`src/design/rphp_map.vh`:
```
// register map, field positions, reset values and constants of the root port
// hot-plug / pme / msi configuration register block
// assumes configuration cycles address whole dwords with byte enables
`ifndef RPHP_MAP_VH
`define RPHP_MAP_VH

// ------------------------------------------------------------
// register byte offsets
// ------------------------------------------------------------
`define RPHP_OFS_SLOT_CONTROL    8'h58
`define RPHP_OFS_SLOT_STATUS     8'h5A
`define RPHP_OFS_ROOT_CONTROL    8'h5C
`define RPHP_OFS_ROOT_STATUS     8'h60
`define RPHP_OFS_MSI_CAP_HEADER  8'h80
`define RPHP_OFS_MSI_MSG_CONTROL 8'h82
`define RPHP_OFS_MSI_MSG_ADDRESS 8'h84
`define RPHP_OFS_MSI_MSG_DATA    8'h88
`define RPHP_OFS_SUBSYS_CAP_HDR  8'h90
`define RPHP_OFS_SUBSYSTEM_IDS   8'h94
`define RPHP_OFS_PM_CAP_HEADER   8'hA0
`define RPHP_OFS_PM_CAPABILITIES 8'hA2

// ------------------------------------------------------------
// reset and constant values
// ------------------------------------------------------------
`define RPHP_RST_SLOT_CONTROL    16'h0000
`define RPHP_RST_ROOT_CONTROL    16'h0000
`define RPHP_RST_MSI_ADDRESS     32'h00000000
`define RPHP_RST_SUBSYSTEM_IDS   32'h00000000
`define RPHP_VAL_MSI_CAP_HEADER  16'h9005
`define RPHP_VAL_SUBSYS_CAP_HDR  16'hA00D
`define RPHP_VAL_PM_CAP_HEADER   16'h0001
`define RPHP_VAL_PM_CAPS         16'hC802

// ------------------------------------------------------------
// slot control fields
// ------------------------------------------------------------
`define RPHP_SC_LINK_ACTIVE_CHANGE_IRQ_ENABLE      12
`define RPHP_SC_PWR_HI    9
`define RPHP_SC_PWR_LO    8
`define RPHP_SC_ATT_HI    7
`define RPHP_SC_ATT_LO    6
`define RPHP_SC_HPE       5
`define RPHP_SC_CCE       4
`define RPHP_SC_PDE       3
`define RPHP_SC_LATCH     2
`define RPHP_SC_PFE       1
`define RPHP_SC_ABE       0
`define RPHP_SC_WMASK     16'h13FF

// ------------------------------------------------------------
// slot status fields
// ------------------------------------------------------------
`define RPHP_SS_LINK_ACTIVE_CHANGED_FLAG      8
`define RPHP_SS_PDS       6
`define RPHP_SS_CC        4
`define RPHP_SS_PDC       3
`define RPHP_SS_ABP       0

// ------------------------------------------------------------
// root control / status, msi fields
// ------------------------------------------------------------
`define RPHP_RC_PIE       3
`define RPHP_RC_SFE       2
`define RPHP_RC_SNE       1
`define RPHP_RC_SCE       0
`define RPHP_RC_WMASK     16'h000F
`define RPHP_RS_PP        17
`define RPHP_RS_PS        16
`define RPHP_MC_MME_HI    6
`define RPHP_MC_MME_LO    4
`define RPHP_MC_EN        0
`define RPHP_MC_WMASK     16'h0071

// ------------------------------------------------------------
// indicator encodings
// ------------------------------------------------------------
`define RPHP_LAMP_RSVD    2'h0
`define RPHP_LAMP_ON      2'h1
`define RPHP_LAMP_BLINK   2'h2
`define RPHP_LAMP_OFF     2'h3
`define RPHP_LAMP_SEL_PWR 1'b0
`define RPHP_LAMP_SEL_ATT 1'b1

`endif

```
`src/design/rphp_regs.v`:
```
// root port hot-plug, pme, system-error and msi configuration registers
// assumes one clock; config cycles and link events are synchronous to clk_sys
`timescale 1ns/10ps
`include "rphp_map.vh"

module rphp_regs (
    input  wire        clk_sys,
    input  wire        arst_n,
    // configuration cycles, dword address
    input  wire        cfg_wr,
    input  wire        cfg_rd,
    input  wire [7:2]  cfg_addr,
    input  wire [3:0]  cfg_be,
    input  wire [31:0] cfg_wdata,
    output reg  [31:0] cfg_rdata_r,
    output reg         cfg_rd_valid_r,
    // command and capability register bits kept elsewhere
    input  wire        bus_master_enable,
    input  wire        serr_enable,
    input  wire        slot_implemented,
    // link and slot events
    input  wire        dl_active_state,
    input  wire        presence_detect,
    input  wire        button_press_evt,
    // indicator messages to the link partner
    output reg         lamp_msg_valid_r,
    output reg         lamp_msg_sel_r,
    output reg  [1:0]  lamp_msg_state_r,
    input  wire        lamp_msg_ready,
    // pme messages and reported errors
    input  wire        pme_evt,
    input  wire [15:0] pme_req_id,
    input  wire        err_fatal_evt,
    input  wire        err_nonfatal_evt,
    input  wire        err_corr_evt,
    output reg         serr_r,
    // interrupt delivery
    output reg         intx_r,
    output reg         msi_req_r,
    output reg  [31:0] msi_addr_r,
    output reg  [15:0] msi_data_r,
    input  wire        msi_ack
);

// ------------------------------------------------------------
// helpers
// ------------------------------------------------------------
localparam [2:0] ST_IDLE = 3'h1;
localparam [2:0] ST_PWR  = 3'h2;
localparam [2:0] ST_ATT  = 3'h4;

// byte-enable merge of a 16-bit half under a write mask
function [15:0] merge16;
    input [15:0] old;
    input [15:0] wd;
    input [1:0]  be;
    input [15:0] wmask;
    reg   [15:0] m;
    begin
        m = {{8{be[1]}}, {8{be[0]}}} & wmask;
        merge16 = (old & ~m) | (wd & m);
    end
endfunction

// dword hit decode
function hit;
    input [7:2] a;
    input [7:0] ofs;
    begin
        hit = (a == ofs[7:2]);
    end
endfunction

wire wr_slot = cfg_wr & hit(cfg_addr, `RPHP_OFS_SLOT_CONTROL);
wire wr_root = cfg_wr & hit(cfg_addr, `RPHP_OFS_ROOT_CONTROL);
wire wr_root_status = cfg_wr & hit(cfg_addr, `RPHP_OFS_ROOT_STATUS);
wire wr_msic = cfg_wr & hit(cfg_addr, `RPHP_OFS_MSI_CAP_HEADER);
wire wr_msia = cfg_wr & hit(cfg_addr, `RPHP_OFS_MSI_MSG_ADDRESS);
wire wr_msid = cfg_wr & hit(cfg_addr, `RPHP_OFS_MSI_MSG_DATA);
wire wr_ssid = cfg_wr & hit(cfg_addr, `RPHP_OFS_SUBSYSTEM_IDS);

// ------------------------------------------------------------
// state
// ------------------------------------------------------------
reg  [15:0] slot_control_r;
reg  [15:0] root_control_r;
reg  [15:0] msi_msg_control_r;
reg  [31:0] msi_msg_address_r;
reg  [15:0] msi_msg_data_r;
reg  [15:0] subsystem_id_r;
reg  [15:0] subsystem_vendor_id_r;
reg  [1:0]  ssid_lock_r;
reg         link_layer_active_r;
reg         link_active_q_r;
reg         slot_occupied_q_r;
reg         watch_r;
reg         link_active_changed_flag_r;
reg         command_completed_flag_r;
reg         presence_changed_flag_r;
reg         button_pressed_flag_r;
reg         pme_status_flag_r;
reg         pme_pending_flag_r;
reg  [15:0] pme_requester_id_r;
reg  [15:0] pme_pending_id_r;
reg  [2:0]  lamp_state_r;
reg         pwr_pend_r;
reg         att_pend_r;
reg         irq_q_r;

// ------------------------------------------------------------
// link-active and presence tracking
// ------------------------------------------------------------
wire slot_occupied_state = slot_implemented ? presence_detect : 1'b1;
wire link_chg = watch_r & (link_layer_active_r != link_active_q_r);
wire pres_chg = watch_r & (slot_occupied_state != slot_occupied_q_r);

always @(posedge clk_sys or negedge arst_n) begin
    if (!arst_n) begin
        link_layer_active_r <= 1'b0;
        link_active_q_r     <= 1'b0;
        slot_occupied_q_r   <= 1'b0;
        watch_r             <= 1'b0;
    end else begin
        link_layer_active_r <= dl_active_state;
        link_active_q_r     <= link_layer_active_r;
        slot_occupied_q_r   <= slot_occupied_state;
        watch_r             <= 1'b1;
    end
end

// ------------------------------------------------------------
// slot control and indicator messages
// ------------------------------------------------------------
wire [15:0] sc_wd    = cfg_wdata[15:0];
wire        pwr_wr   = wr_slot & cfg_be[1] & (sc_wd[`RPHP_SC_PWR_HI:`RPHP_SC_PWR_LO] != `RPHP_LAMP_RSVD);
wire        att_wr   = wr_slot & cfg_be[0] & (sc_wd[`RPHP_SC_ATT_HI:`RPHP_SC_ATT_LO] != `RPHP_LAMP_RSVD);
wire        msg_done = lamp_msg_valid_r & lamp_msg_ready;
wire        last_msg = msg_done & ~pwr_pend_r & ~att_pend_r & ~pwr_wr & ~att_wr;
reg  [15:0] sc_nxt;
reg  [2:0]  lamp_nxt;

always @* begin
    // reserved lamp codes are dropped, other bits stored as written under RPHP_SC_WMASK
    sc_nxt = merge16(slot_control_r, sc_wd, cfg_be[1:0], `RPHP_SC_WMASK);
    if (!pwr_wr)
        sc_nxt[`RPHP_SC_PWR_HI:`RPHP_SC_PWR_LO] = slot_control_r[`RPHP_SC_PWR_HI:`RPHP_SC_PWR_LO];
    if (!att_wr)
        sc_nxt[`RPHP_SC_ATT_HI:`RPHP_SC_ATT_LO] = slot_control_r[`RPHP_SC_ATT_HI:`RPHP_SC_ATT_LO];
    lamp_nxt = lamp_state_r;
    case (lamp_state_r)
        ST_IDLE: begin
            if (pwr_pend_r)
                lamp_nxt = ST_PWR;
            else if (att_pend_r)
                lamp_nxt = ST_ATT;
        end
        ST_PWR: begin
            if (msg_done)
                lamp_nxt = ST_IDLE;
        end
        ST_ATT: begin
            if (msg_done)
                lamp_nxt = ST_IDLE;
        end
        default: lamp_nxt = ST_IDLE;
    endcase
end

always @(posedge clk_sys or negedge arst_n) begin
    if (!arst_n) begin
        slot_control_r   <= `RPHP_RST_SLOT_CONTROL;
        lamp_state_r     <= ST_IDLE;
        pwr_pend_r       <= 1'b0;
        att_pend_r       <= 1'b0;
        lamp_msg_valid_r <= 1'b0;
        lamp_msg_sel_r   <= `RPHP_LAMP_SEL_PWR;
        lamp_msg_state_r <= `RPHP_LAMP_RSVD;
    end else begin
        if (wr_slot)
            slot_control_r <= sc_nxt;
        lamp_state_r <= lamp_nxt;
        if (pwr_wr)
            pwr_pend_r <= 1'b1;
        else if (lamp_state_r == ST_IDLE)
            pwr_pend_r <= 1'b0;
        if (att_wr)
            att_pend_r <= 1'b1;
        else if (lamp_state_r == ST_IDLE && !pwr_pend_r)
            att_pend_r <= 1'b0;
        if (lamp_state_r == ST_IDLE && (pwr_pend_r || att_pend_r)) begin
            lamp_msg_valid_r <= 1'b1;
            lamp_msg_sel_r   <= pwr_pend_r ? `RPHP_LAMP_SEL_PWR : `RPHP_LAMP_SEL_ATT;
            lamp_msg_state_r <= pwr_pend_r ? slot_control_r[`RPHP_SC_PWR_HI:`RPHP_SC_PWR_LO]
                                           : slot_control_r[`RPHP_SC_ATT_HI:`RPHP_SC_ATT_LO];
        end else if (msg_done) begin
            lamp_msg_valid_r <= 1'b0;
        end
    end
end

// ------------------------------------------------------------
// slot status flags, write-one-to-clear, set wins
// ------------------------------------------------------------
wire [15:0] ss_clr = (wr_slot ? cfg_wdata[31:16] & {{8{cfg_be[3]}}, {8{cfg_be[2]}}} : 16'h0000);

always @(posedge clk_sys or negedge arst_n) begin
    if (!arst_n) begin
        link_active_changed_flag_r <= 1'b0;
        command_completed_flag_r   <= 1'b0;
        presence_changed_flag_r    <= 1'b0;
        button_pressed_flag_r      <= 1'b0;
    end else begin
        link_active_changed_flag_r <= link_chg | (link_active_changed_flag_r & ~ss_clr[`RPHP_SS_LINK_ACTIVE_CHANGED_FLAG]);
        command_completed_flag_r   <= last_msg | (command_completed_flag_r & ~ss_clr[`RPHP_SS_CC]);
        presence_changed_flag_r    <= pres_chg | (presence_changed_flag_r & ~ss_clr[`RPHP_SS_PDC]);
        button_pressed_flag_r      <= button_press_evt | (button_pressed_flag_r & ~ss_clr[`RPHP_SS_ABP]);
    end
end

// ------------------------------------------------------------
// root control, pme status and pending
// ------------------------------------------------------------
wire ps_clr = wr_root_status & cfg_be[2] & cfg_wdata[`RPHP_RS_PS];

always @(posedge clk_sys or negedge arst_n) begin
    if (!arst_n) begin
        root_control_r     <= `RPHP_RST_ROOT_CONTROL;
        pme_status_flag_r  <= 1'b0;
        pme_pending_flag_r <= 1'b0;
        pme_requester_id_r <= 16'h0000;
        pme_pending_id_r   <= 16'h0000;
    end else begin
        if (wr_root)
            root_control_r <= merge16(root_control_r, cfg_wdata[15:0], cfg_be[1:0], `RPHP_RC_WMASK);
        if (pme_status_flag_r && !ps_clr) begin
            // one further pme waits behind the one shown; others arriving while it is pending are dropped
            if (pme_evt && !pme_pending_flag_r) begin
                pme_pending_flag_r <= 1'b1;
                pme_pending_id_r   <= pme_req_id;
            end
        end else if (pme_status_flag_r && pme_pending_flag_r) begin
            pme_requester_id_r <= pme_pending_id_r;
            pme_pending_flag_r <= pme_evt;
            pme_pending_id_r   <= pme_req_id;
        end else if (pme_evt) begin
            pme_status_flag_r  <= 1'b1;
            pme_requester_id_r <= pme_req_id;
        end else if (ps_clr) begin
            pme_status_flag_r  <= 1'b0;
        end
    end
end

// ------------------------------------------------------------
// system error
// ------------------------------------------------------------
always @(posedge clk_sys or negedge arst_n) begin
    if (!arst_n)
        serr_r <= 1'b0;
    else
        serr_r <= serr_enable & ((err_fatal_evt    & root_control_r[`RPHP_RC_SFE]) |
                                 (err_nonfatal_evt & root_control_r[`RPHP_RC_SNE]) |
                                 (err_corr_evt     & root_control_r[`RPHP_RC_SCE]));
end

// ------------------------------------------------------------
// msi registers and subsystem ids
// ------------------------------------------------------------
always @(posedge clk_sys or negedge arst_n) begin
    if (!arst_n) begin
        msi_msg_control_r     <= 16'h0000;
        msi_msg_address_r     <= `RPHP_RST_MSI_ADDRESS;
        msi_msg_data_r        <= 16'h0000;
        subsystem_id_r        <= 16'h0000;
        subsystem_vendor_id_r <= 16'h0000;
        ssid_lock_r           <= 2'b00;
    end else begin
        if (wr_msic)
            msi_msg_control_r <= merge16(msi_msg_control_r, cfg_wdata[31:16], cfg_be[3:2], `RPHP_MC_WMASK);
        if (wr_msia) begin
            msi_msg_address_r[31:16] <= merge16(msi_msg_address_r[31:16], cfg_wdata[31:16], cfg_be[3:2], 16'hFFFF);
            msi_msg_address_r[15:0]  <= merge16(msi_msg_address_r[15:0], cfg_wdata[15:0], cfg_be[1:0], 16'hFFFC);
        end
        if (wr_msid)
            msi_msg_data_r <= merge16(msi_msg_data_r, cfg_wdata[15:0], cfg_be[1:0], 16'hFFFF);
        // arst_n is the bridge reset; secondary bus reset never reaches here
        if (wr_ssid && !ssid_lock_r[1] && |cfg_be[3:2]) begin
            subsystem_id_r <= merge16(subsystem_id_r, cfg_wdata[31:16], cfg_be[3:2], 16'hFFFF);
            ssid_lock_r[1] <= 1'b1;
        end
        if (wr_ssid && !ssid_lock_r[0] && |cfg_be[1:0]) begin
            subsystem_vendor_id_r <= merge16(subsystem_vendor_id_r, cfg_wdata[15:0], cfg_be[1:0], 16'hFFFF);
            ssid_lock_r[0]        <= 1'b1;
        end
    end
end

// ------------------------------------------------------------
// interrupt generation and delivery
// ------------------------------------------------------------
wire hp_irq = slot_control_r[`RPHP_SC_HPE] &
              ((slot_control_r[`RPHP_SC_LINK_ACTIVE_CHANGE_IRQ_ENABLE] & link_active_changed_flag_r) |
               (slot_control_r[`RPHP_SC_CCE]  & command_completed_flag_r)   |
               (slot_control_r[`RPHP_SC_PDE]  & presence_changed_flag_r)    |
               (slot_control_r[`RPHP_SC_ABE]  & button_pressed_flag_r));
wire pme_irq = root_control_r[`RPHP_RC_PIE] & pme_status_flag_r;
wire irq_req = hp_irq | pme_irq;
wire msi_on  = msi_msg_control_r[`RPHP_MC_EN];

always @(posedge clk_sys or negedge arst_n) begin
    if (!arst_n) begin
        irq_q_r    <= 1'b0;
        intx_r     <= 1'b0;
        msi_req_r  <= 1'b0;
        msi_addr_r <= 32'h00000000;
        msi_data_r <= 16'h0000;
    end else begin
        irq_q_r <= irq_req;
        intx_r  <= irq_req & ~msi_on;
        if (irq_req && !irq_q_r && msi_on && bus_master_enable && !msi_req_r) begin
            msi_req_r  <= 1'b1;
            msi_addr_r <= {msi_msg_address_r[31:2], 2'b00};
            msi_data_r <= msi_msg_data_r;
        end else if (msi_ack) begin
            msi_req_r <= 1'b0;
        end
    end
end

// ------------------------------------------------------------
// read path
// ------------------------------------------------------------
reg [31:0] rd_nxt;

always @* begin
    rd_nxt = 32'h00000000;
    case (cfg_addr)
        `RPHP_OFS_SLOT_CONTROL >> 2: begin
            rd_nxt[15:0] = slot_control_r;
            rd_nxt[16 + `RPHP_SS_LINK_ACTIVE_CHANGED_FLAG] = link_active_changed_flag_r;
            rd_nxt[16 + `RPHP_SS_PDS]  = slot_occupied_state;
            rd_nxt[16 + `RPHP_SS_CC]   = command_completed_flag_r;
            rd_nxt[16 + `RPHP_SS_PDC]  = presence_changed_flag_r;
            rd_nxt[16 + `RPHP_SS_ABP]  = button_pressed_flag_r;
        end
        `RPHP_OFS_ROOT_CONTROL >> 2:   rd_nxt[15:0] = root_control_r;
        `RPHP_OFS_ROOT_STATUS >> 2:
            rd_nxt = {14'h0000, pme_pending_flag_r, pme_status_flag_r, pme_requester_id_r};
        `RPHP_OFS_MSI_CAP_HEADER >> 2: rd_nxt = {msi_msg_control_r, `RPHP_VAL_MSI_CAP_HEADER};
        `RPHP_OFS_MSI_MSG_ADDRESS >> 2: rd_nxt = {msi_msg_address_r[31:2], 2'b00};
        `RPHP_OFS_MSI_MSG_DATA >> 2:   rd_nxt[15:0] = msi_msg_data_r;
        `RPHP_OFS_SUBSYS_CAP_HDR >> 2: rd_nxt[15:0] = `RPHP_VAL_SUBSYS_CAP_HDR;
        `RPHP_OFS_SUBSYSTEM_IDS >> 2:  rd_nxt = {subsystem_id_r, subsystem_vendor_id_r};
        `RPHP_OFS_PM_CAP_HEADER >> 2:  rd_nxt = {`RPHP_VAL_PM_CAPS, `RPHP_VAL_PM_CAP_HEADER};
        default:                       rd_nxt = 32'h00000000;
    endcase
end

always @(posedge clk_sys or negedge arst_n) begin
    if (!arst_n) begin
        cfg_rdata_r    <= 32'h00000000;
        cfg_rd_valid_r <= 1'b0;
    end else begin
        cfg_rd_valid_r <= cfg_rd;
        if (cfg_rd)
            cfg_rdata_r <= rd_nxt;
    end
end

endmodule
```
`config.mk`:
```
export PLATFORM = sky130hd
export DESIGN_NAME = rphp_regs
export DESIGN_NICKNAME = d
export VERILOG_FILES = /design/src/design/rphp_regs.v
export VERILOG_INCLUDE_DIRS = /design/src /design/src/design
export SDC_FILE = /design/constraint.sdc
export NUM_CORES = 1
export LEC_CHECK = 0
export ABC_AREA = 1
export ABC_CLOCK_PERIOD_IN_PS = 4550
export BUFFER_PORTS_ARGS = -buffer_cell sky130_fd_sc_hd__buf_2
export CAP_MARGIN = 25
export CORE_ASPECT_RATIO = 0.7
export CORE_MARGIN = 4
export CORE_UTILIZATION = 45
export CTS_CLUSTER_DIAMETER = 40
export DETAILED_ROUTE_END_ITERATION = 6
export GPL_ROUTABILITY_DRIVEN = 1
export PLACE_DENSITY_LB_ADDON = 0.05
export SLEW_MARGIN = 20
export SYNTH_ARGS = -nofsm -noshare
export SYNTH_HDL_FRONTEND = slang
export SYNTH_SLANG_ARGS = --single-unit
```
`constraint.sdc`:
```
create_clock -name clk_sys -period 4.55 [get_ports clk_sys]
set_clock_uncertainty 0.2 [all_clocks]
set_input_delay 0.2275 -clock clk_sys [delete_from_list [all_inputs] [get_ports clk_sys]]
set_output_delay 0.2275 -clock clk_sys [all_outputs]
set_load 0.02 [all_outputs]
```
==> metrics.md <==
| Metric | Value |
|---|---|
| Vias per inst | 5.11 |
| Setup Buffers After CTS | 0 |
| H-tree depth | 1 |
| TritonCTS clock tree | done |
| CTS sink cnt | 233 |
| Reg2reg start | ssid_lock_r[1] |
| Worst slew margin relative to its limit | 0.328 |
| Design Area, Final | 13200 um2 |
| Top fanout value on the critical path | 26 |
| Initial antenna violation count | 1 |
| P_leak | 7.05 nW |
| Fillers | 1986 |
| Final Cycle Share | 0.695 |
| Core Rows | 45 |
| RSZ-0062 raised after global routing | false |
| Area post-placement | 11200 um2 |
| Total of max-cap violations | 0 |
| Worst R2R Path Depth | 7 |
| Pwr/cell area | 413 nW/um2 |
| Clock Path Buffers | 3 |
| P_int | 0.00406 W |
| Crit path max-delay family | buffers and inverters |
| Fin. Hold Viols | 0 |
| Detailed Place HPWL | 20.9 mm |
| CP max stage cell | nor2_4 |
| CP endpoint kind | flip-flop |
| Initial core utilization | 0.464 |
| Combinational share of power | 0.109 |
| Final core occ | 0.603 |
| Cell Chain, Critical Path | dlygate4sd3_1, buf_2, inv_1, nor2_2, inv_2, nor2_4, inv_4, nor2_8, nand3_1, dlygate4sd3_1, nand2_1, dlygate4sd3_1 |
| Stages on worst setup path | 12 |
| Placer Congestion | 0.865 |
| Final setup TNS | 0 ns |
| Setup WS pre-CTS | 2.08 ns |
| Core ar. | ~22000 um2 |
| Fin. max-slew vios | 0 |
| Final Critical Period | 3.16 ns |
| Mapped cell area | 10200 um2 |
| Die area | between 20000 and 30000 um2 |
| CP dominant cell by count | dlygate4sd3_1 |
| Grt ovf | 0 |
| Status | complete, no violations |
| Clk_lat worst skew | about 0.54 ns |
| Reg area | 5830 um2 |
| Total GRT Usage | 0.244 |
| CP required | 4.83 ns |
| Final #Nets | between 1500 and 2000 |
| Post-synth cell types | 31 |
| Critical Path AT | 3.44 ns |
| Synth area leaders | dfrtp_1 57%, nand2_1 20%, nand3_1 5.1% |
| Vias in the first global route | 8717 |
| Min-delay src | cfg_rd |
| # IOs | 162 |
| Hold WC Path Type | input pin to flip-flop |
| Crit start category | input pin |
| I/O Buffers | 159 |
| Num CTS Buffers | 28 |
| Worst-margin pin slew | between 1 and 1.5 ns |
| Max Freq | 0.316 GHz |
| Worst path bufs/invs | 7 |
| Area of the multi-input gates | about 3800 um2 |
| Layout cell share with drive strength beyond 1 | 0.167 |
| Placed Cells | 1627 |
| Critical path class | input pin to flip-flop |
| Clock root cell | clkbuf_16 |
| First-pass GRT wire length | 48.8 mm |
| Setup ws final | 1.39 ns |
| Die width | 188 um |
| Area delta synth->final | 30.2% |
| Post-Syn Instances | 1224 |
| Top-area cell type share of the netlist area | 0.572 |
| Max rail drop VDD | 330 uV |
| Syn avg cell area | 8.29 um2 |
| Pre-antenna DRT Iters | 5 |
| Drt first-iter violations | around 860 |
| Seq pwr share | 0.434 |
| Crit path from | cfg_addr[2] |
| WL final | 30.8 mm |
| Endpoints failing setup | 0 |
| Flops & latches, synth | 233 |
| Non-Filler Instances | 1778 |
| Sequential area share after synthesis | 0.574 |
| Yosys top cell by area | dfrtp_1 |
| Switching pwr | ~0.0014 W |
| Synthesis Warnings | 0 |
| Via count | between 9000 and 10000 |
| Wire per inst | 17.3 um |
| Cells on Worst Hold Path | 1 |
| Clk pin slew, worst setup/hold paths | 0.06 ns |
| Pin count of the biggest net entering global routing | 123 |
| Post-route ant nets | 0 |
| Die Ht | 134 um |
| Clock power frac | 0.457 |
| Drt drc | 0 |
| Critical path's largest stage delay | 0.60 ns |
| Net Sw Frac | 0.257 |
through the flow:
step	hold WS (ns)	power [W]
finish	0.0143	0.00546
global route	0.0337	0.00568
CTS	0.0187	0.00549
detailed placement	0.140	0.00295
global placement	0.139	0.00294
floorplan	-0.268	0.00271
routing by layer:
| metal | global-route usage | share of wire |
|---|---|---|
| met3 | 0.0592 | 0.080 |
| met4 | 0.0509 | 0.020 |
| met2 | 0.348 | 0.42 |
| met5 | 0 | 0.00042 |
| met1 | 0.379 | 0.48 |
area by class of cell:
| class | instances | area share |
|---|---|---|
| Multi-Input combinational cell | 869 | 0.290 |
| Timing Repair Buffer | 267 | 0.142 |
| Antenna cell | 1 | 0.000189 |
| Sequential cell | 233 | 0.441 |
| Clock inverter | 17 | 0.0196 |
| Tap cell | 282 | 0.0267 |
| Clock buffer | 35 | 0.0596 |
| Inverter | 74 | 0.0212 |
cell usage after synthesis (all sizes together):
library cell,count
o21bai,1
dfstp,1
inv,74
o21ai,114
buf,25
o211ai,2
nor4,1
mux2,1
nor2,58
clkbuf,24
a21oi,12
nand3,106
nor3,3
conb,2
nand2,540
o31ai,3
or2,1
dfrtp,232
nand4,7
mux2i,16
a21o,1
worst paths after layout:
kind                                   endpoint  slack (ns)
worst min register to register  link_active_q_r        0.20
min in group asynchronous        lamp_msg_sel_r        0.09
worst min-delay path             cfg_rd_valid_r        0.01
worst max-delay path                  flip-flop        1.39
max in group asynchronous        msi_data_r[11]        3.02
worst max register to register        flip-flop        2.10
cell families after synthesis:
family                 Yosys count  synth area share
AND/OR/NAND/NOR                716             0.291
flip-flops                     233             0.574
AO/OA/AOI/OAI                  133            0.0673
multiplexers                    17            0.0169
buffers and inverters          123            0.0500
other                            2          0.000740
repair_timing:
action / 4_1_cts / 5_1_grt
hold buffers: 98 / 0
hold endpoints to repair: 264 / 0
endpoints found under the setup margin: 0 / 0
gates resized for setup: 0 / 0
cell usage in the layout (no fill, tap or decap), types with 4 or more instances in the layout:
cell           instances
a21oi_1               12
buf_2                158
buf_4                  9
bufinv_16              6
clkbuf_16             29
clkbuf_8               4
clkinv_2               5
dfrtp_1              232
dlygate4sd3_1         98
inv_1                 69
inv_2                  4
mux2i_1               16
nand2_1              535
nand2_2                5
nand3_1              103
nand4_1                6
nor2_1                46
nor2_2                 6
nor2_4                 5
o21ai_0              103
o21ai_1               11
power groups by stage:
stage | clock (W) | combinational, W | sequential, W
5_1_grt | 0.00262 | 0.000669 | 0.00239
6_report | 0.00250 | 0.000595 | 0.00237
3_5_place_dp | 0 | 0.000549 | 0.00240
2_1_floorplan | 0 | 0.000293 | 0.00241
3_3_place_gp | 0 | 0.000540 | 0.00240
4_1_cts | 0.00253 | 0.000599 | 0.00237
Note: power is estimated with default switching activity, not from simulation.
